===== config.mk =====
export PLATFORM = sky130hd
export DESIGN_NAME = srm_top
export DESIGN_NICKNAME = d
export VERILOG_FILES = /design/src/srm_pkg.sv /design/src/srm_top.sv /design/src/srm_settle_timer.sv /design/src/srm_mute_ctrl.sv
export SDC_FILE = /design/constraint.sdc
export NUM_CORES = 1
export LEC_CHECK = 0
export ABC_AREA = 1
export BUFFER_PORTS_ARGS = -buffer_cell sky130_fd_sc_hd__buf_2
export CORE_MARGIN = 2
export CORE_UTILIZATION = 57
export CTS_CLUSTER_DIAMETER = 60
export DETAILED_ROUTE_END_ITERATION = 8
export GPL_ROUTABILITY_DRIVEN = 0
export PLACE_DENSITY = 0.84
export SLEW_MARGIN = 20
export SYNTH_ARGS = -nofsm -noshare
export SYNTH_HDL_FRONTEND = slang
export SYNTH_HIERARCHICAL = 1
export SYNTH_SLANG_ARGS = --single-unit
export TNS_END_PERCENT = 100

===== constraint.sdc =====
create_clock -name mclk_in -period 5 [get_ports mclk_in]
set_clock_uncertainty 0.2 [all_clocks]
set_input_delay 0.25 -clock mclk_in [delete_from_list [all_inputs] [get_ports mclk_in]]
set_output_delay 0.25 -clock mclk_in [all_outputs]
set_load 0.02 [all_outputs]

===== src/srm_pkg.sv =====
// Shared constants for the reference, mute and modulation register slice.
// Assumes a 32-bit AHB-Lite bus where each register sits in one aligned word.
package srm_pkg;
    // Register indices; the byte address is four times the index
    localparam logic [7:0] IDX_REF_MOD = 8'h22;
    localparam logic [7:0] IDX_MUTE_SETTLE = 8'h23;
    localparam logic [7:0] IDX_LOCK_DET = 8'h27;
    // Reset values
    localparam logic [15:0] RST_REF_MOD = 16'h1000;
    localparam logic [15:0] RST_MUTE_SETTLE = 16'h0647;
    localparam logic [15:0] RST_LOCK_DET = 16'h11F0;
    // Lock detect configuration fields
    localparam int LOCK_DETECT_ENABLE_BIT = 0;
    localparam int LD_PIN_SEL_BIT = 3;
    // Mute and settle fields
    localparam int MS_RX_TYPE_BIT = 0;
    localparam int MS_TX_TYPE_BIT = 1;
    localparam int MS_AUTOMUTE_BIT = 2;
    localparam int MS_SETTLE_LSB = 3;
    localparam int MS_SETTLE_W = 11;
    // Reference and modulation fields
    localparam int RM_MODE_SEL0_BIT = 1;
    localparam int RM_MODE_SEL1_BIT = 0;
    localparam int RM_DEV_LSB = 2;
    localparam int RM_LEVEL_LSB = 5;
    localparam int RM_CLK_POL_BIT = 7;
    localparam int RM_FS_POL_BIT = 8;
    localparam int RM_CRYSTAL_BUFFER_ENABLE_BIT = 10;
    localparam int RM_XRES_LSB = 11;
    localparam int RM_KIND_BIT = 14;
    localparam int RM_TERM_BIT = 15;
    // Modulation source modes
    localparam logic [1:0] MODE_PIN = 2'h0;
    localparam logic [1:0] MODE_REG = 2'h1;
    localparam logic [1:0] MODE_SERIAL = 2'h2;
    localparam logic [1:0] MODE_FAST = 2'h3;
    // AHB transfer type that starts a transfer
    localparam logic [1:0] HTRANS_NONSEQ = 2'h2;
    // Settle counter states, one-hot
    typedef enum logic [1:0] {
        SRM_ST_IDLE = 2'h1,
        SRM_ST_WAIT = 2'h2
    } srm_settle_state_t;
endpackage


===== src/srm_top.sv =====
// Reference, mute and modulation configuration slice with AHB-Lite registers.
// Assumes a single AHB master and one synchronous system clock.
// Function
// Software writes 11Fh to lock-detect upper bits
// Software writes 1h to bits 2-1
// Pin select chooses readback data or lock
// Lock detect runs only when enabled
// Software writes zero to reserved bits
// Wait settle count reference cycles
// Software never programs settle count zero
// Settle wait in every switch sequence
// Auto-mute holds outputs muted until lock
// Lock loss after unmute never re-mutes
// Buffer type bits: open drain or push-pull
// Termination enable works in any input kind
// Kind bit selects single-ended or differential
// Crystal resistor codes 0-3; 4-7 reserved
// Crystal buffer overrides input kind
// Frame-sync polarity in serial mode
// Serial clock sampling edge in serial mode
// Level field selects modulation level count
// Level zero disables pin and register modes
// Deviation select picks stored word index
// Mode bits choose pin, register, serial, fast
// Registers 16-bit, reset, read back writes
`timescale 1ns/1ps
`default_nettype none
module srm_top
    import srm_pkg::*;
(
    // Clock and reset
    input wire logic mclk_in,
    input wire logic resetn_in,
    // AHB-Lite slave
    input wire logic hsel_in,
    input wire logic [9:0] haddr_in,
    input wire logic [1:0] htrans_in,
    input wire logic hwrite_in,
    input wire logic [2:0] hsize_in,
    input wire logic hready_in,
    input wire logic [31:0] hwdata_in,
    output logic [31:0] hrdata_out,
    output logic hreadyout_out,
    output logic hresp_out,
    // Loop and sequencing inputs
    input wire logic readback_data_in,
    input wire logic lock_in,
    input wire logic ref_tick_in,
    input wire logic switch_start_in,
    input wire logic vco_change_in,
    input wire logic profile_switch_in,
    // Modulation inputs
    input wire logic profile_modulation_enable_in,
    input wire logic frame_sync_in,
    input wire logic serial_clk_in,
    // Pin and loop outputs
    output logic multipurpose_output_pin_out,
    output logic lock_detect_out,
    output logic settle_busy_out,
    output logic settle_done_out,
    output logic muted_out,
    // Output buffer and reference input controls
    output logic transmit_buffer_type_out,
    output logic receive_buffer_type_out,
    output logic ref_input_termination_out,
    output logic ref_input_differential_out,
    output logic crystal_buffer_enable_out,
    output logic [2:0] crystal_series_resistor_out,
    // Modulation controls
    output logic [1:0] modulation_source_mode_out,
    output logic modulation_enable_out,
    output logic [1:0] shift_level_count_out,
    output logic [2:0] deviation_index_out,
    output logic frame_sync_active_out,
    output logic serial_clock_strobe_out
);
    logic [1:0] rst_sync; // Reset release synchroniser
    logic rst_n; // Synchronised reset used everywhere below
    logic [15:0] ref_mod_cfg; // Reference and modulation register
    logic [15:0] mute_settle_cfg; // Mute and settle register
    logic [15:0] lock_det_cfg; // Lock detect register
    logic wr_pending; // Write data phase outstanding
    logic [7:0] wr_index; // Register index of that write
    logic addr_valid; // Address phase accepted this cycle
    logic serial_clk_prev; // Previous serial clock level
    logic [1:0] mode; // Decoded modulation mode
    logic level_mode; // Pin or register mode, where levels apply
    logic sample_edge; // Selected serial clock edge seen

    // Word index from a byte address
    function automatic logic [7:0] reg_index(input logic [9:0] addr);
        reg_index = addr[9:2];
    endfunction

    // Register read value, zero for unmapped indices
    function automatic logic [15:0] reg_value(input logic [7:0] idx,
            input logic [15:0] rm, input logic [15:0] ms, input logic [15:0] ld);
        unique case (idx)
            IDX_REF_MOD: reg_value = rm;
            IDX_MUTE_SETTLE: reg_value = ms;
            IDX_LOCK_DET: reg_value = ld;
            default: reg_value = 16'h0000;
        endcase
    endfunction

    // Release reset through two flip-flops; assertion stays asynchronous
    always_ff @(posedge mclk_in or negedge resetn_in) begin
        if (!resetn_in) begin
            rst_sync <= 2'h0;
        end else begin
            rst_sync <= {rst_sync[0], 1'b1};
        end
    end
    assign rst_n = rst_sync[1];

    // Zero-wait slave: every transfer completes at once with OKAY
    assign hreadyout_out = 1'b1;
    assign hresp_out = 1'b0;
    assign addr_valid = hsel_in && hready_in && (htrans_in == HTRANS_NONSEQ);

    // Remember a write address phase for its data phase
    always_ff @(posedge mclk_in or negedge rst_n) begin
        if (!rst_n) begin
            wr_pending <= 1'b0;
            wr_index <= 8'h00;
        end else if (hready_in) begin
            wr_pending <= addr_valid && hwrite_in;
            wr_index <= reg_index(haddr_in);
        end
    end

    // Register writes; reserved bits are stored as written and never forced
    always_ff @(posedge mclk_in or negedge rst_n) begin
        if (!rst_n) begin
            ref_mod_cfg <= RST_REF_MOD;
            mute_settle_cfg <= RST_MUTE_SETTLE;
            lock_det_cfg <= RST_LOCK_DET;
        end else if (wr_pending) begin
            unique case (wr_index)
                IDX_REF_MOD: ref_mod_cfg <= hwdata_in[15:0];
                IDX_MUTE_SETTLE: mute_settle_cfg <= hwdata_in[15:0];
                IDX_LOCK_DET: lock_det_cfg <= hwdata_in[15:0];
                default: ; // Unmapped writes are dropped
            endcase
        end
    end

    // Read data is captured at the address phase and held for the data phase.
    // The master idles between singles, so no write can slip in between.
    always_ff @(posedge mclk_in or negedge rst_n) begin
        if (!rst_n) begin
            hrdata_out <= 32'h0000_0000;
        end else if (addr_valid && !hwrite_in) begin
            hrdata_out <= {16'h0000, reg_value(reg_index(haddr_in),
                ref_mod_cfg, mute_settle_cfg, lock_det_cfg)};
        end
    end

    // Lock indication runs only while enabled; pin shows it or readback data
    always_ff @(posedge mclk_in or negedge rst_n) begin
        if (!rst_n) begin
            lock_detect_out <= 1'b0;
            multipurpose_output_pin_out <= 1'b0;
        end else begin
            lock_detect_out <= lock_det_cfg[LOCK_DETECT_ENABLE_BIT] && lock_in;
            if (lock_det_cfg[LD_PIN_SEL_BIT]) begin
                multipurpose_output_pin_out <= lock_det_cfg[LOCK_DETECT_ENABLE_BIT] && lock_in;
            end else begin
                multipurpose_output_pin_out <= readback_data_in;
            end
        end
    end

    // Settle wait runs on every switch start seen while idle, whether or not the multiplier is used
    srm_settle_timer #(
        .CW(MS_SETTLE_W)
    ) srm_settle_timer_inst (
        .clk_in(mclk_in),
        .rst_n_in(rst_n),
        .start_in(switch_start_in),
        .ref_tick_in(ref_tick_in),
        .count_in(mute_settle_cfg[MS_SETTLE_LSB +: MS_SETTLE_W]),
        .busy_out(settle_busy_out),
        .done_out(settle_done_out)
    );

    // Output mute after init, frequency change and profile switch
    srm_mute_ctrl srm_mute_ctrl_inst (
        .clk_in(mclk_in),
        .rst_n_in(rst_n),
        .automute_in(mute_settle_cfg[MS_AUTOMUTE_BIT]),
        .vco_change_in(vco_change_in),
        .profile_switch_in(profile_switch_in),
        .lock_in(lock_in),
        .muted_out(muted_out)
    );

    // Buffer types and reference input controls come straight from flops, except the differential select, which the crystal buffer bit gates
    assign transmit_buffer_type_out = mute_settle_cfg[MS_TX_TYPE_BIT];
    assign receive_buffer_type_out = mute_settle_cfg[MS_RX_TYPE_BIT];
    assign ref_input_termination_out = ref_mod_cfg[RM_TERM_BIT];
    assign crystal_buffer_enable_out = ref_mod_cfg[RM_CRYSTAL_BUFFER_ENABLE_BIT];
    // Crystal buffer overrides the input kind selection
    assign ref_input_differential_out =
        ref_mod_cfg[RM_KIND_BIT] && !ref_mod_cfg[RM_CRYSTAL_BUFFER_ENABLE_BIT];
    // Reserved codes pass through unchanged; software must avoid them
    assign crystal_series_resistor_out = ref_mod_cfg[RM_XRES_LSB +: 3];

    // Mode field has its two select bits stored in swapped order
    assign mode = {ref_mod_cfg[RM_MODE_SEL1_BIT], ref_mod_cfg[RM_MODE_SEL0_BIT]};
    assign modulation_source_mode_out = mode;
    assign level_mode = (mode == MODE_PIN) || (mode == MODE_REG);
    assign shift_level_count_out = ref_mod_cfg[RM_LEVEL_LSB +: 2];

    // Level zero disables pin and register modes despite the profile enable
    assign modulation_enable_out = profile_modulation_enable_in &&
        !(level_mode && (ref_mod_cfg[RM_LEVEL_LSB +: 2] == 2'h0));

    // Deviation word index applies in register mode only
    assign deviation_index_out =
        (mode == MODE_REG) ? ref_mod_cfg[RM_DEV_LSB +: 3] : 3'h0;

    // Serial clock edge tracking for the serial audio mode
    always_ff @(posedge mclk_in or negedge rst_n) begin
        if (!rst_n) begin
            serial_clk_prev <= 1'b0;
        end else begin
            serial_clk_prev <= serial_clk_in;
        end
    end

    // Pick rising or falling edge by the polarity bit
    assign sample_edge = ref_mod_cfg[RM_CLK_POL_BIT] ?
        (serial_clk_prev && !serial_clk_in) : (!serial_clk_prev && serial_clk_in);

    // Strobe and frame-sync level are registered and only live in serial mode
    always_ff @(posedge mclk_in or negedge rst_n) begin
        if (!rst_n) begin
            serial_clock_strobe_out <= 1'b0;
            frame_sync_active_out <= 1'b0;
        end else begin
            serial_clock_strobe_out <= (mode == MODE_SERIAL) && sample_edge;
            frame_sync_active_out <= (mode == MODE_SERIAL) &&
                (frame_sync_in ^ ref_mod_cfg[RM_FS_POL_BIT]);
        end
    end

    // Pin follows lock one edge later when lock is selected and lock detect is enabled
    property p_pin_lock;
        @(posedge mclk_in) disable iff (!rst_n)
        lock_det_cfg[LD_PIN_SEL_BIT] && lock_det_cfg[LOCK_DETECT_ENABLE_BIT] && $stable(lock_det_cfg)
            |=> multipurpose_output_pin_out == $past(lock_in);
    endproperty
    a_pin_lock: assert property (p_pin_lock) else $error("pin not lock");

    // Pin carries readback data when selected
    property p_pin_readback;
        @(posedge mclk_in) disable iff (!rst_n)
        !lock_det_cfg[LD_PIN_SEL_BIT] ##1 !$past(lock_det_cfg[LD_PIN_SEL_BIT])
            |-> multipurpose_output_pin_out == $past(readback_data_in);
    endproperty
    a_pin_readback: assert property (p_pin_readback) else $error("pin not readback");

    // Disabled lock detect never reports lock
    property p_lock_gated;
        @(posedge mclk_in) disable iff (!rst_n)
        !lock_det_cfg[LOCK_DETECT_ENABLE_BIT] |=> !lock_detect_out;
    endproperty
    a_lock_gated: assert property (p_lock_gated) else $error("lock while disabled");

    // A switch start while idle makes the settle wait busy on the next edge
    property p_settle_start;
        @(posedge mclk_in) disable iff (!rst_n)
        switch_start_in && !settle_busy_out |=> settle_busy_out;
    endproperty
    a_settle_start: assert property (p_settle_start) else $error("no settle wait");

    // Crystal buffer always forces the non-differential path
    property p_xtal_override;
        @(posedge mclk_in) disable iff (!rst_n)
        crystal_buffer_enable_out |-> !ref_input_differential_out;
    endproperty
    a_xtal_override: assert property (p_xtal_override) else $error("kind not overridden");

    // Level zero in pin or register mode keeps modulation off
    property p_level_zero;
        @(posedge mclk_in) disable iff (!rst_n)
        level_mode && shift_level_count_out == 2'h0 |-> !modulation_enable_out;
    endproperty
    a_level_zero: assert property (p_level_zero) else $error("modulation on at level 0");

    // A write to the mute register reads back in the next cycle
    property p_write_back;
        @(posedge mclk_in) disable iff (!rst_n)
        wr_pending && wr_index == IDX_MUTE_SETTLE |=> mute_settle_cfg == $past(hwdata_in[15:0]);
    endproperty
    a_write_back: assert property (p_write_back) else $error("write lost");

    // No strobe outside serial mode
    property p_strobe_mode;
        @(posedge mclk_in) disable iff (!rst_n)
        serial_clock_strobe_out |-> $past(mode) == MODE_SERIAL;
    endproperty
    a_strobe_mode: assert property (p_strobe_mode) else $error("strobe outside serial");
endmodule
`default_nettype wire


===== src/srm_settle_timer.sv =====
// Multiplier settle wait: counts reference clock ticks after a switch start.
// Assumes ref_tick_in is a one-cycle pulse per reference cycle.
`timescale 1ns/1ps
`default_nettype none
module srm_settle_timer
    import srm_pkg::*;
#(
    parameter int CW = 11
) (
    // Clock and reset
    input wire logic clk_in,
    input wire logic rst_n_in,
    // Control
    input wire logic start_in,
    input wire logic ref_tick_in,
    input wire logic [CW-1:0] count_in,
    // Status
    output logic busy_out,
    output logic done_out
);
    srm_settle_state_t state; // Current state
    logic [CW-1:0] ticks; // Reference cycles seen so far

    // Wait for the programmed count; a zero count is illegal and ends at once
    always_ff @(posedge clk_in or negedge rst_n_in) begin
        if (!rst_n_in) begin
            state <= SRM_ST_IDLE;
            ticks <= '0;
            done_out <= 1'b0;
        end else begin
            done_out <= 1'b0;
            unique case (state)
                SRM_ST_IDLE: begin
                    if (start_in) begin
                        ticks <= '0;
                        state <= SRM_ST_WAIT;
                    end
                end
                SRM_ST_WAIT: begin
                    if (ticks >= count_in) begin
                        done_out <= 1'b1;
                        state <= SRM_ST_IDLE;
                    end else if (ref_tick_in) begin
                        ticks <= ticks + 1'b1;
                    end
                end
                default: state <= SRM_ST_IDLE;
            endcase
        end
    end

    assign busy_out = (state == SRM_ST_WAIT);

    // Done only ever ends a wait
    property p_done_after_wait;
        @(posedge clk_in) disable iff (!rst_n_in)
        done_out |-> $past(busy_out) && !busy_out;
    endproperty
    a_done_after_wait: assert property (p_done_after_wait) else $error("done without wait");
endmodule
`default_nettype wire


===== src/srm_mute_ctrl.sv =====
// Output auto-mute: mutes after qualifying events until the loop locks.
// Assumes lock_in is the loop lock indication, synchronous to clk_in.
`timescale 1ns/1ps
`default_nettype none
module srm_mute_ctrl (
    // Clock and reset
    input wire logic clk_in,
    input wire logic rst_n_in,
    // Control and events
    input wire logic automute_in,
    input wire logic vco_change_in,
    input wire logic profile_switch_in,
    input wire logic lock_in,
    // Result
    output logic muted_out
);
    logic init_pending; // Initialization counts as a qualifying event
    logic event_now; // Any qualifying event this cycle

    assign event_now = init_pending | vco_change_in | profile_switch_in;

    // Init event fires once, on the first edge after reset release
    always_ff @(posedge clk_in or negedge rst_n_in) begin
        if (!rst_n_in) begin
            init_pending <= 1'b1;
        end else begin
            init_pending <= 1'b0;
        end
    end

    // An event wins over a lock in the same cycle; lock loss never re-mutes
    always_ff @(posedge clk_in or negedge rst_n_in) begin
        if (!rst_n_in) begin
            muted_out <= 1'b0;
        end else if (event_now && automute_in) begin
            muted_out <= 1'b1;
        end else if (lock_in || !automute_in) begin
            muted_out <= 1'b0;
        end
    end

    // Once unmuted, only an event can mute again
    property p_no_remute;
        @(posedge clk_in) disable iff (!rst_n_in)
        !muted_out ##1 muted_out |-> $past(event_now) && $past(automute_in);
    endproperty
    a_no_remute: assert property (p_no_remute) else $error("muted without event");

    // Muted state clears one edge after lock
    property p_unmute_on_lock;
        @(posedge clk_in) disable iff (!rst_n_in)
        muted_out && lock_in && !event_now |=> !muted_out;
    endproperty
    a_unmute_on_lock: assert property (p_unmute_on_lock) else $error("stayed muted");
endmodule
`default_nettype wire


; Word-level counts from Yosys, hierarchy flattened
; Index checks and enable logic that the tools add are counted.
[totals]
output_inout_bits = 57
input_bits = 61
regBits = 96
[classes]
magnitude_cmp = 1
n_mux = 15
eq_ne = 15
n_bitwise = 3
add_sub_neg = 1
n_reduce_logical = 30
[ops]
columns = operator, count
row1 = 8-bit by 6-bit equality test with 1-bit output (second input constant), 6
row2 = 16-bit one-hot mux with 3 select lines, 1
row3 = 11-bit 2-to-1 mux, 3
row4 = 11-bit one-hot mux with 2 select lines, 1
row5 = 1-bit logical AND, 13
row6 = 11-bit by 1-bit adder with 11-bit output (second input constant), 1
row7 = 11-bit greater-or-equal comparator, 1
row8 = 2-bit AND reduction, 4
row9 = 2-bit equality test (second input constant), 3
row10 = 1-bit zero test, 6
row11 = 1-bit 2-to-1 mux, 6
row12 = 2-bit != test (second input constant), 3
row13 = 2-bit by 1-bit equality test with 1-bit output (second input constant), 2
row14 = 2-bit zero test, 2
row15 = 2-bit 2-to-1 mux, 2
row16 = 2-bit one-hot mux with 2 select lines, 1
row17 = 4-bit AND reduction, 1
row18 = 2-bit nonzero test, 2
row19 = 3-bit 2-to-1 mux, 1
row20 = 1-bit logical OR, 2
row21 = 2-bit by 1-bit != test with 1-bit output (second input constant), 1
row22 = 1-bit OR, 2
row23 = 1-bit bitwise XOR, 1

; Longest topological paths before layout
; Gate-level depths: netlist (run 1).
[depth]
word_depth = 5
mapped_depth = 13
mapped_depth_nobuf = 12

; Cells and area by module
; The synthesis (run 1) kept the hierarchy.
[modules_own_cells]
columns = mod, instances, area_each_um2, cells_each, seq_area_each_um2
row1 = srm_top, 1, 3836.2, 464, 2018.2
row2 = srm_settle_timer, 1, 1144.8, 170, 351.6
row3 = srm_mute_ctrl, 1, 82.6, 10, 51.3

; Least setup slack after synthesis (run 1)
; Ideal clock, no wire load.
[synth_timing]
path_type = reg-to-reg
start = register mute_settle_cfg[9]
end = register srm_settle_timer_inst.ticks[0]
path_buffers = 1
slack_ps = 3042
setup_ps = 117
arrival_time_ps = 1641
stages_incl_launch_ff = 14
required_time_ps = 4683
path_cell_list = dfstp_2 inv_1 ha_1 nand2_1 nor2_1 nand2_1 nor2_1 nor2_1 nand3_2 nand2_2 nand2_2 buf_6 nand2_1 nand2_1
[synth_between]
elab_chain_len = 3
[synth_rtl]
columns = item, line
row1 = from (decl), srm_top.sv:80  ; logic [15:0] mute_settle_cfg;
row2 = from (signal assigned), srm_top.sv:141  ; IDX_MUTE_SETTLE: mute_settle_cfg <= hwdata_in[15:0];
row3 = 11-bit greater-or-equal comparator, srm_settle_timer.sv:40  ; if (ticks >= count_in) begin
row4 = 2-bit != test (no source line), -
row5 = 4-bit AND reduction (no source line), -
row6 = to (signal assigned), srm_settle_timer.sv:44  ; ticks <= ticks + 1'b1;
row7 = to (decl), srm_settle_timer.sv:22  ; logic [CW-1:0] ticks;
; No other way between the ends.
; A chain may end at the register's enable or synchronous reset.

; Worst setup path in the final report (run 1)
[layout_timing]
start = register wr_index[2]
end = register lock_det_cfg[13]
[layout_between]
elab_chain_len = 2
[layout_rtl]
columns = item, line
row1 = from (decl), srm_top.sv:83  ; logic [7:0] wr_index;
row2 = from (signal assigned), srm_top.sv:128  ; wr_index <= reg_index(haddr_in);
row3 = 8-bit by 6-bit equality test with 1-bit output, srm_top.sv:139  ; unique case (wr_index)
row4 = 2-bit AND reduction (no source line), -
row5 = to (signal assigned), srm_top.sv:142  ; IDX_LOCK_DET: lock_det_cfg <= hwdata_in[15:0];
row6 = to (decl), srm_top.sv:81  ; logic [15:0] lock_det_cfg;
; No other way between the ends.

==> results of run 1 <==
worst max-delay path, delay by kind of cell, from the launching register on:
| family | cells | cell delay [ns] |
|---|---|---|
| and+or+nand+nor | 4 | 1.62 |
| DFF | 1 | 0.35 |
| buffers and inverters | 1 | 0.25 |
routing by layer:
layer	vias up	share of wire [%]	global-route usage, %
met5	-	0	0
met4	0	2.3	10.3
met3	33	8.1	4.87
met2	246	48	42.4
met1	2142	41	34.9
li1	2219	-	-
state kept, by name, indices dropped and copies added, names as in the netlist, 2 cells and up:
| signal | count |
|---|---|
| hrdata_out | 16 |
| wr_index | 8 |
| ref_mod_cfg | 16 |
| srm_settle_timer_inst/ticks | 11 |
| mute_settle_cfg | 16 |
| rst_sync | 2 |
| srm_settle_timer_inst/state | 2 |
| lock_det_cfg | 16 |
power by group:
part | switching, mW | total (mW) | internal (mW)
clock network | 0.298 | 0.490 | 0.192
logic | 0.195 | 0.277 | 0.0817
registers | 0.0349 | 0.850 | 0.815
how the worst max path moves through the flow:
stage	from	to	slack, ns	cells after the start
2_1_floorplan	rst_sync[1]	frame_sync_active_out	1.95	0
3_3_place_gp	wr_index[0]	ref_mod_cfg[9]	2.67	4
3_5_place_dp	mute_settle_cfg[10]	srm_settle_timer_inst/ticks[1]	2.59	12
4_1_cts	mute_settle_cfg[10]	srm_settle_timer_inst/ticks[1]	2.54	12
5_1_grt	wr_index[2]	lock_det_cfg[0]	2.37	5
6_report	wr_index[2]	lock_det_cfg[13]	2.46	5
cell usage in the layout, fill, tap and decap left out, types with 6 or more instances in the layout:
cell and instances:
dfrtp_1 80, conb_1 20, nand3_1 100, nand4_1 33
dfstp_2 15, inv_1 44, nand2_1 212, dlygate4sd3_1 35
inv_2 6, clkbuf_8 9, nor2_1 35, a21oi_1 12
buf_2 78, nor2_2 6, ha_1 12, o21ai_0 6
metrics by stage:
step | hold WS [ns] | power, mW | instance area (µm²) | setup slack (ns)
after floorplan | -0.246 | 1.07 | 5130 | 1.95
after global placement | -0.165 | 1.10 | 5350 | 2.67
after detailed placement | -0.163 | 1.12 | 5350 | 2.59
after CTS | 0.0580 | 1.62 | 5890 | 2.54
after global routing | 0.0900 | 1.69 | 5900 | 2.37
final | 0.0758 | 1.62 | 5900 | 2.46
cell families after synthesis:
family	Yosys count
and+or+nand+nor	400
buffers and inverters	105
DFF	96
AOI/OAI and AO/OA	24
adders and majority gates	12
other	3
xor gates and xnor gates	3
muxes	1
final cells by class:
type / instances / share of cell area [%]
clock buffers: 9 / 2.10
clock inverters: 7 / 1.10
inverters: 51 / 3.24
multi-input cells: 460 / 37.2
flip-flops and latches: 96 / 41.1
well taps: 108 / 2.29
repair buffers: 116 / 12.9
timing repair:
action | in CTS | in global routing
hold endpoints to repair | 67 | 0
endpoints found under the setup margin | 0 | 0
hold buffers | 35 | 0
==> impl_metrics.toml, run 1 <==
[sta]
min_period_over_period_pct = 50.9
maxSlewViolCount = 0
rsz0062_at_grt = "no"
max-slew-margin-rel_pct = 23.8
finalHoldViolations = 0
max_freq_mhz = 393
setup_tns_ns = 0
min_period_ns = 2.54
finalSetupViolCount = 0
tightest_slew_ns = 1.14

[cells_and_area]
drive_gt1_share_pct = 18.5
finish.utilization_pct = 68.0
seqCellArea_mm2 = 0.00242
n_antenna_cell = 0
fillerInstances = 663
areaGrowthSynthToFinish_pct = 16.5
multi_input_area_mm2 = 0.00220
finalNetCount = 807
fin_cells = 847

[cts]
htreeDepth = 3
cts-resized-gates = 0
clk_path_buf_depth = 2
cts_made_buffers = 9
path_clk_slew_ns = 0.11
clk_latency_ns = 0.37
cts_tree = "done"
root_buffer = "clkbuf_8"
cts_setup_buffers = 0
cts_sinks = 96

[critical_path]
cp-end-kind = "flip-flop"
critical_path_class = "flip-flop to flip-flop"
r2r_cells = 5
slowest_delay_ns = 0.72
cp_cell_sequence = "inv_2 -> nor2_2 -> nand2_1 -> nand2_1 -> nand2_1"
start_kind = "flip-flop"
critPathMaxFanout = 36
cp.required_ns = 5.06
cp.arrival_ns = 2.61
r2r_end = "lock_det_cfg[13]"
regToRegStartpoint = "wr_index[2]"
crit_path_frequent_cell = "nand2_1"
crit_slowest_cell = "nor2_2"
ff2ff_setup_slack_ns = 2.46

[drt]
vias_per_cell = 5.48
num_vias = 4640
ant_nets = 0
wl_per_cell_um = 14.3
first_iter_violations = 404
route.detailed.drc = 0
drtPass1Iterations = 8
drt_wl_total_mm = 12.1

[logic_synthesis]
yosys_warnings = 6
synthArstFlopShare_pct = 100
yosysTopAreaCell = "dfrtp_1"
synth_common_cells = "212 x nand2_1, 100 x nand3_1, 81 x dfrtp_1"
synth-main-ff-cell = "dfrtp_1"
syn_area_mm2 = 0.00506
synthAdderAreaFrac_pct = 2.97
synth-xor-area-share_pct = 0.519
ys_ff_latch = 96
synth_compound_area_share_pct = 2.67
synth_area_leaders = "dfrtp_1 40%, nand2_1 16%, nand3_1 9.9%, dfstp_2 7.8%, nand4_1 4.1%"
avgSynthCellArea_um2 = 7.86
synth_cells = 644
yosys.area_share.simple_pct = 35.3
yosysSeqAreaShare_pct = 47.8
synth_edf_count = 0
yosysMostFrequentCell = "nand2_1"
synth_top_family_by_area = "simple AND/OR/NAND/NOR gates"
synth_top_area_share_pct = 40.0
synthMuxAreaShare_pct = 0.222
ys_types = 37

[worst_hold_path]
hold_depth = 3
min_from = "hready_in"
whs_endpoint = "wr_index[6]"
hold_path.class = "input pin to flip-flop"

[status]
outcome = "finished, final reports clean"

[place]
hpwl_mm = 7.92
io_buffers = 78
dp_cells = 796

[floorplan]
pin_count = 118
core-area_mm2 = 0.00868
start_util_pct = 58.3
die_area_mm2 = 0.00965
fp.dieH_um = 98.3
row_count = 34
die-width_um = 98.3

[global_route]
grt_pass1_vias = 4445
grt_pass1_wl_mm = 20.7
grtUsageTotal_pct = 26.1
grt_overflow = 0
antenna_found_initial = 0
grt_max_degree = 58

[power_and_ir_drop]
p_leak_nw = 3.09
power_density_mw_per_mm2 = 274
peakVddDrop_uv = 328

[flow_run]
max-cap-violations = 0
Note: power is estimated with default switching activity, not from simulation.
==> run 2: changes to the inputs <==
--- a/config.mk
+++ b/config.mk
@@ -8,11 +8,11 @@
 export ABC_AREA = 1
 export BUFFER_PORTS_ARGS = -buffer_cell sky130_fd_sc_hd__buf_2
 export CORE_MARGIN = 2
-export CORE_UTILIZATION = 57
+export CORE_UTILIZATION = 54
 export CTS_CLUSTER_DIAMETER = 60
 export DETAILED_ROUTE_END_ITERATION = 8
 export GPL_ROUTABILITY_DRIVEN = 0
-export PLACE_DENSITY = 0.84
+export PLACE_DENSITY = 0.8
 export SLEW_MARGIN = 20
 export SYNTH_ARGS = -nofsm -noshare
 export SYNTH_HDL_FRONTEND = slang
==> constraint.sdc (replaced) <==
create_clock -name mclk_in -period 2.65 [get_ports mclk_in]
set_clock_uncertainty 0.2 [all_clocks]
set_input_delay 0.1325 -clock mclk_in [delete_from_list [all_inputs] [get_ports mclk_in]]
set_output_delay 0.1325 -clock mclk_in [all_outputs]
set_load 0.02 [all_outputs]
==> run 2 against run 1 <==
Die area up 5.3%. Highest routed layer unchanged. Utilization is 1.4 points lower. Global-route usage decreased by 0.53 points. First-iteration DRC count grew 5.0%. Via count increased by 1.9%. Final cell count grew 2.8%. Non-clock buffer count increased by 21. Critical path type unchanged. Fmax increased by 8.8%. Power grew 91%. Register-to-register slack worse by 2.1 ns. Largest power group unchanged. Sequential share of layout area is 1.3 points lower.
==> impl_metrics.toml, run 2 (same netlist as run 1, synthesis figures left out) <==
[status]
outcome = "finished, final reports clean"

[cts]
cts_setup_buffers = 0
clk_latency_ns = 0.37
htreeDepth = 3
clk_path_buf_depth = 2
root_buffer = "clkbuf_8"
cts_tree = "done"
cts_made_buffers = 9
cts-resized-gates = 0
cts_sinks = 96
path_clk_slew_ns = 0.10

[floorplan]
die_area_mm2 = 0.0102
fp.dieH_um = 101
pin_count = 118
row_count = 35
die-width_um = 101
start_util_pct = 55.3
core-area_mm2 = 0.00915

[critical_path]
slowest_delay_ns = 0.55
regToRegStartpoint = "mute_settle_cfg[9]"
crit_start = "mute_settle_cfg[9]"
r2r_end = "srm_settle_timer_inst/ticks[3]"
worstSetupPathDepth = 12
crit_buf_inv = 1
crit_end = "srm_settle_timer_inst/ticks[3]"
cp.required_ns = 2.71
critical_path_class = "flip-flop to flip-flop"
cp_top_family = "simple AND/OR/NAND/NOR gates"
start_kind = "flip-flop"
crit_path_frequent_cell = "nand2_1"
critPathMaxFanout = 13
r2r_cells = 12
cp.arrival_ns = 2.40
cp_cell_sequence = "inv_1 -> ha_1 -> nand2_1 -> nor2_1 -> nand2_1 -> nor2_1 -> nor2_1 -> nand3_2 -> nand2_2 -> nand2_2 -> nand2_1 -> nand2_1"
crit_slowest_cell = "dfstp_2"
cp-end-kind = "flip-flop"
ff2ff_setup_slack_ns = 0.31

[global_route]
grtUsageTotal_pct = 25.5
grt_pass1_wl_mm = 20.7
grt_pass1_vias = 4393
grt_max_degree = 63
grt_overflow = 0
antenna_found_initial = 0

[sta]
finalSetupViolCount = 0
max-slew-margin-rel_pct = 49.3
tightest_slew_ns = 0.759
rsz0062_at_grt = "no"
min_period_ns = 2.34
finalHoldViolations = 0
min_period_over_period_pct = 88.3
max_freq_mhz = 428
maxSlewViolCount = 0
setup_tns_ns = 0
layout_setup_ws_ns = 0.311

[drt]
num_vias = 4730
wl_per_cell_um = 14.3
first_iter_violations = 424
drt_wl_total_mm = 12.4
vias_per_cell = 5.43
ant_nets = 0
highest_layer = "met4"
wl_met3_um = 930
drtPass1Iterations = 6
wl_met2_mm = 5.92
met1_length_mm = 5.27
route.detailed.drc = 0

[cells_and_area]
areaGrowthSynthToFinish_pct = 20.3
drive_gt1_share_pct = 18.8
layout_commonest_cell = "nand2_1"
final_cell_mix = "212 x nand2_1, 100 x nand3_1, 80 x dfrtp_1"
finalNetCount = 828
n_antenna_cell = 0

[place]
io_buffers = 78
hpwl_mm = 8.06
pre_cts_slack_ns = 0.344

[power_and_ir_drop]
pwr-share-comb_pct = 17.9
p_sw_share_pct = 32.6
switching_power_mw = 1.00
p_int_mw = 2.08
power_density_mw_per_mm2 = 506
pwr-share-seq_pct = 52.0
peakVddDrop_uv = 528
p_leak_nw = 3.18
p_clk_share_pct = 30.1
finalPower_mw = 3.08

[worst_hold_path]
hold_path.class = "input pin to flip-flop"

[flow_run]
max-cap-violations = 0
==> run 2: cell types whose count changed in the layout (fill, tap and decap cells not counted), moves of 2 or more <==
cell,change
buf_4,+7
dlygate4sd3_1,+13
nor2_1,+2
nor2_2,-2
==> run 2: timing repair <==
| item | in CTS | in global routing |
|---|---|---|
| hold buffers | 48 | 0 |
| setup endpoints to repair | 0 | 0 |
| hold endpoints to repair | 67 | 0 |
==> run 2: power groups by stage <==
stage / combinational, mW / sequential, mW / clock [mW]
final: 0.552 / 1.60 / 0.927
after floorplan: 0.384 / 1.64 / 0
after detailed placement: 0.483 / 1.63 / 0
after global placement: 0.466 / 1.63 / 0
after global routing: 0.611 / 1.61 / 1.01
after CTS: 0.543 / 1.60 / 0.942
==> run 2: through the flow <==
stage / util (%) / instance area (µm²) / instances / hold slack [ns]
6_report: 66.6 / 6090 / 871 / 0.0518
5_1_grt: 66.6 / 6090 / 871 / 0.0693
4_1_cts: 66.6 / 6090 / 871 / 0.0430
3_5_place_dp: 59.3 / 5430 / 807 / -0.279
3_3_place_gp: 59.3 / 5430 / 807 / -0.282
2_1_floorplan: - / 5130 / 661 / -0.363
==> run 2: area by class of cell <==
cell class / instances / area (µm²)
flip-flops and latches: 96 / 2420
fillers: 731 / 3060
inverters: 51 / 191
clock inverters: 7 / 62.6
multi-input cells: 460 / 2190
clock buffers: 9 / 124
well taps: 111 / 139
repair buffers: 137 / 966
==> run 2: worst min-delay path by stage <==
stage | startpoint | to | slack (ns) | cells past startpoint
6_report | hready_in | wr_index[5] | 0.05 | 2
2_1_floorplan | resetn_in | rst_sync[0] | -0.36 | 0
3_3_place_gp | resetn_in | rst_sync[0] | -0.28 | 1
3_5_place_dp | resetn_in | rst_sync[0] | -0.28 | 1
5_1_grt | hready_in | wr_index[5] | 0.07 | 2
4_1_cts | hready_in | wr_index[5] | 0.04 | 2
==> run 2: worst register-to-register path: cells and delay by family, from the launching register on <==
family        cells  cell delay [ns]
simple gates     10             1.14
flops             1             0.55
fa+ha+maj         1             0.30
buf+inv           1             0.04
==> run 2: metal layers <==
layer,track usage [%],vias to the layer above
met5,0,-
met3,4.02,35
li1,-,2271
met4,11.5,0
met1,34.5,2187
met2,40.7,237
==> run 3: changes to the inputs <==
--- a/config.mk
+++ b/config.mk
@@ -12,6 +12,7 @@
 export CTS_CLUSTER_DIAMETER = 60
 export DETAILED_ROUTE_END_ITERATION = 8
 export GPL_ROUTABILITY_DRIVEN = 0
+export MAX_ROUTING_LAYER = met4
 export PLACE_DENSITY = 0.8
 export SLEW_MARGIN = 20
 export SYNTH_ARGS = -nofsm -noshare
==> run 3 against run 2 <==
Final cell count stayed put. Sequential power hardly changed. Non-clock buffer count stayed put. Register-to-register slack worse by 0.02 ns. Power hardly changed. Sequential cell count stayed put. Worst setup slack worse by 0.020 ns.
==> impl_metrics.toml, run 3 (same netlist as run 1, synthesis figures left out) <==
[sta]
layout_setup_ws_ns = 0.291
finalSetupViolCount = 0
max-slew-margin-rel_pct = 49.3
maxSlewViolCount = 0
min_period_over_period_pct = 89.0
max_freq_mhz = 424
rsz0062_at_grt = "no"
min_period_ns = 2.36
tightest_slew_ns = 0.759
finalHoldViolations = 0
setup_tns_ns = 0

[critical_path]
cp.arrival_ns = 2.41
ff2ff_setup_slack_ns = 0.29
critPathMaxFanout = 17
cp-end-kind = "flip-flop"
critical_path_class = "flip-flop to flip-flop"
regToRegStartpoint = "wr_index[0]"
r2r_cells = 5
r2r_end = "lock_det_cfg[15]"
cp.required_ns = 2.70
start_kind = "flip-flop"

[drt]
first_iter_violations = 362
drtPass1Iterations = 8
vias_per_cell = 5.36
drt_wl_total_mm = 12.4
num_vias = 4672
wl_per_cell_um = 14.2
route.detailed.drc = 0
ant_nets = 0

[cts]
cts-resized-gates = 0
path_clk_slew_ns = 0.10
clk_latency_ns = 0.37
htreeDepth = 3
clk_path_buf_depth = 2
cts_made_buffers = 9
cts_tree = "done"
hold_buffers = 48
cts_sinks = 96
cts_setup_buffers = 0
root_buffer = "clkbuf_8"

[status]
outcome = "finished, final reports clean"

[floorplan]
die_area_mm2 = 0.0102
die-width_um = 101
fp.dieH_um = 101
start_util_pct = 55.3
pin_count = 118
row_count = 35
core-area_mm2 = 0.00915

[global_route]
antenna_found_initial = 0
grtUsageTotal_pct = 26.3
grt_pass1_wl_mm = 20.7
grt_pass1_vias = 4401
grt_overflow = 0
grt_max_degree = 63

[place]
io_buffers = 78
pre_cts_slack_ns = 0.344
postPlaceCellArea_mm2 = 0.00543
hpwl_mm = 8.06

[cells_and_area]
areaGrowthSynthToFinish_pct = 20.3
n_antenna_cell = 0
final_cell_mix = "212 x nand2_1, 100 x nand3_1, 80 x dfrtp_1"
layout_commonest_cell = "nand2_1"
finish.instance_area_mm2 = 0.00609
finalNetCount = 828
drive_gt1_share_pct = 18.8

[worst_hold_path]
min_from = "hready_in"
whs_endpoint = "wr_index[5]"
hold_path.class = "input pin to flip-flop"
hold_depth = 2

[power_and_ir_drop]
peakVddDrop_uv = 527
p_leak_nw = 3.18
power_density_mw_per_mm2 = 506

[flow_run]
max-cap-violations = 0
[run 3: stage by stage]
step	util, %	std cells	power, mW	hold slack [ns]
after floorplan	-	661	2.02	-0.363
after global placement	59.3	807	2.09	-0.282
after detailed placement	59.3	807	2.11	-0.279
after CTS	66.6	871	3.09	0.0430
after global routing	66.6	871	3.23	0.0693
final	66.6	871	3.08	0.0558
[run 3: cell type report]
type	count	area, µm²
multi-input combinational	460	2190
timing repair buffer	137	966
tap	111	139
sequential	96	2420
inverter	51	191
clock inverter	7	62.6
clock buffer	9	124
fill	731	3060
[run 3: worst max-delay path, cell delays in order, from the launching register on]
cell	delay, ns
dfrtp_1	0.43
nand3_1	0.15
nor2_2	0.62
nand2_1	0.59
nand2_1	0.20
nand2_1	0.06
[run 3: how the worst max path moves through the flow]
stage,cells after the start,end,slack (ns),start
final,5,lock_det_cfg[15],0.29,wr_index[0]
after global routing,5,lock_det_cfg[10],0.07,wr_index[0]
after CTS,12,srm_settle_timer_inst/ticks[2],0.33,mute_settle_cfg[9]
after detailed placement,12,srm_settle_timer_inst/ticks[7],0.34,mute_settle_cfg[9]
after global placement,12,srm_settle_timer_inst/ticks[8],0.42,mute_settle_cfg[9]
after floorplan,13,srm_settle_timer_inst/ticks[0],0.69,mute_settle_cfg[9]
[run 3: power by group]
group          internal (mW)  switching, mW
Clock                  0.363          0.566
Sequential              1.54         0.0660
Combinational          0.178          0.373
[run 3: per-layer routing]
layer	up-vias	GRT usage, %	wire [µm]
met3	37	4.02	852
li1	2274	-	-
met1	2165	34.3	5340
met4	0	11.5	312
met5	-	-	0
met2	196	40.9	5870
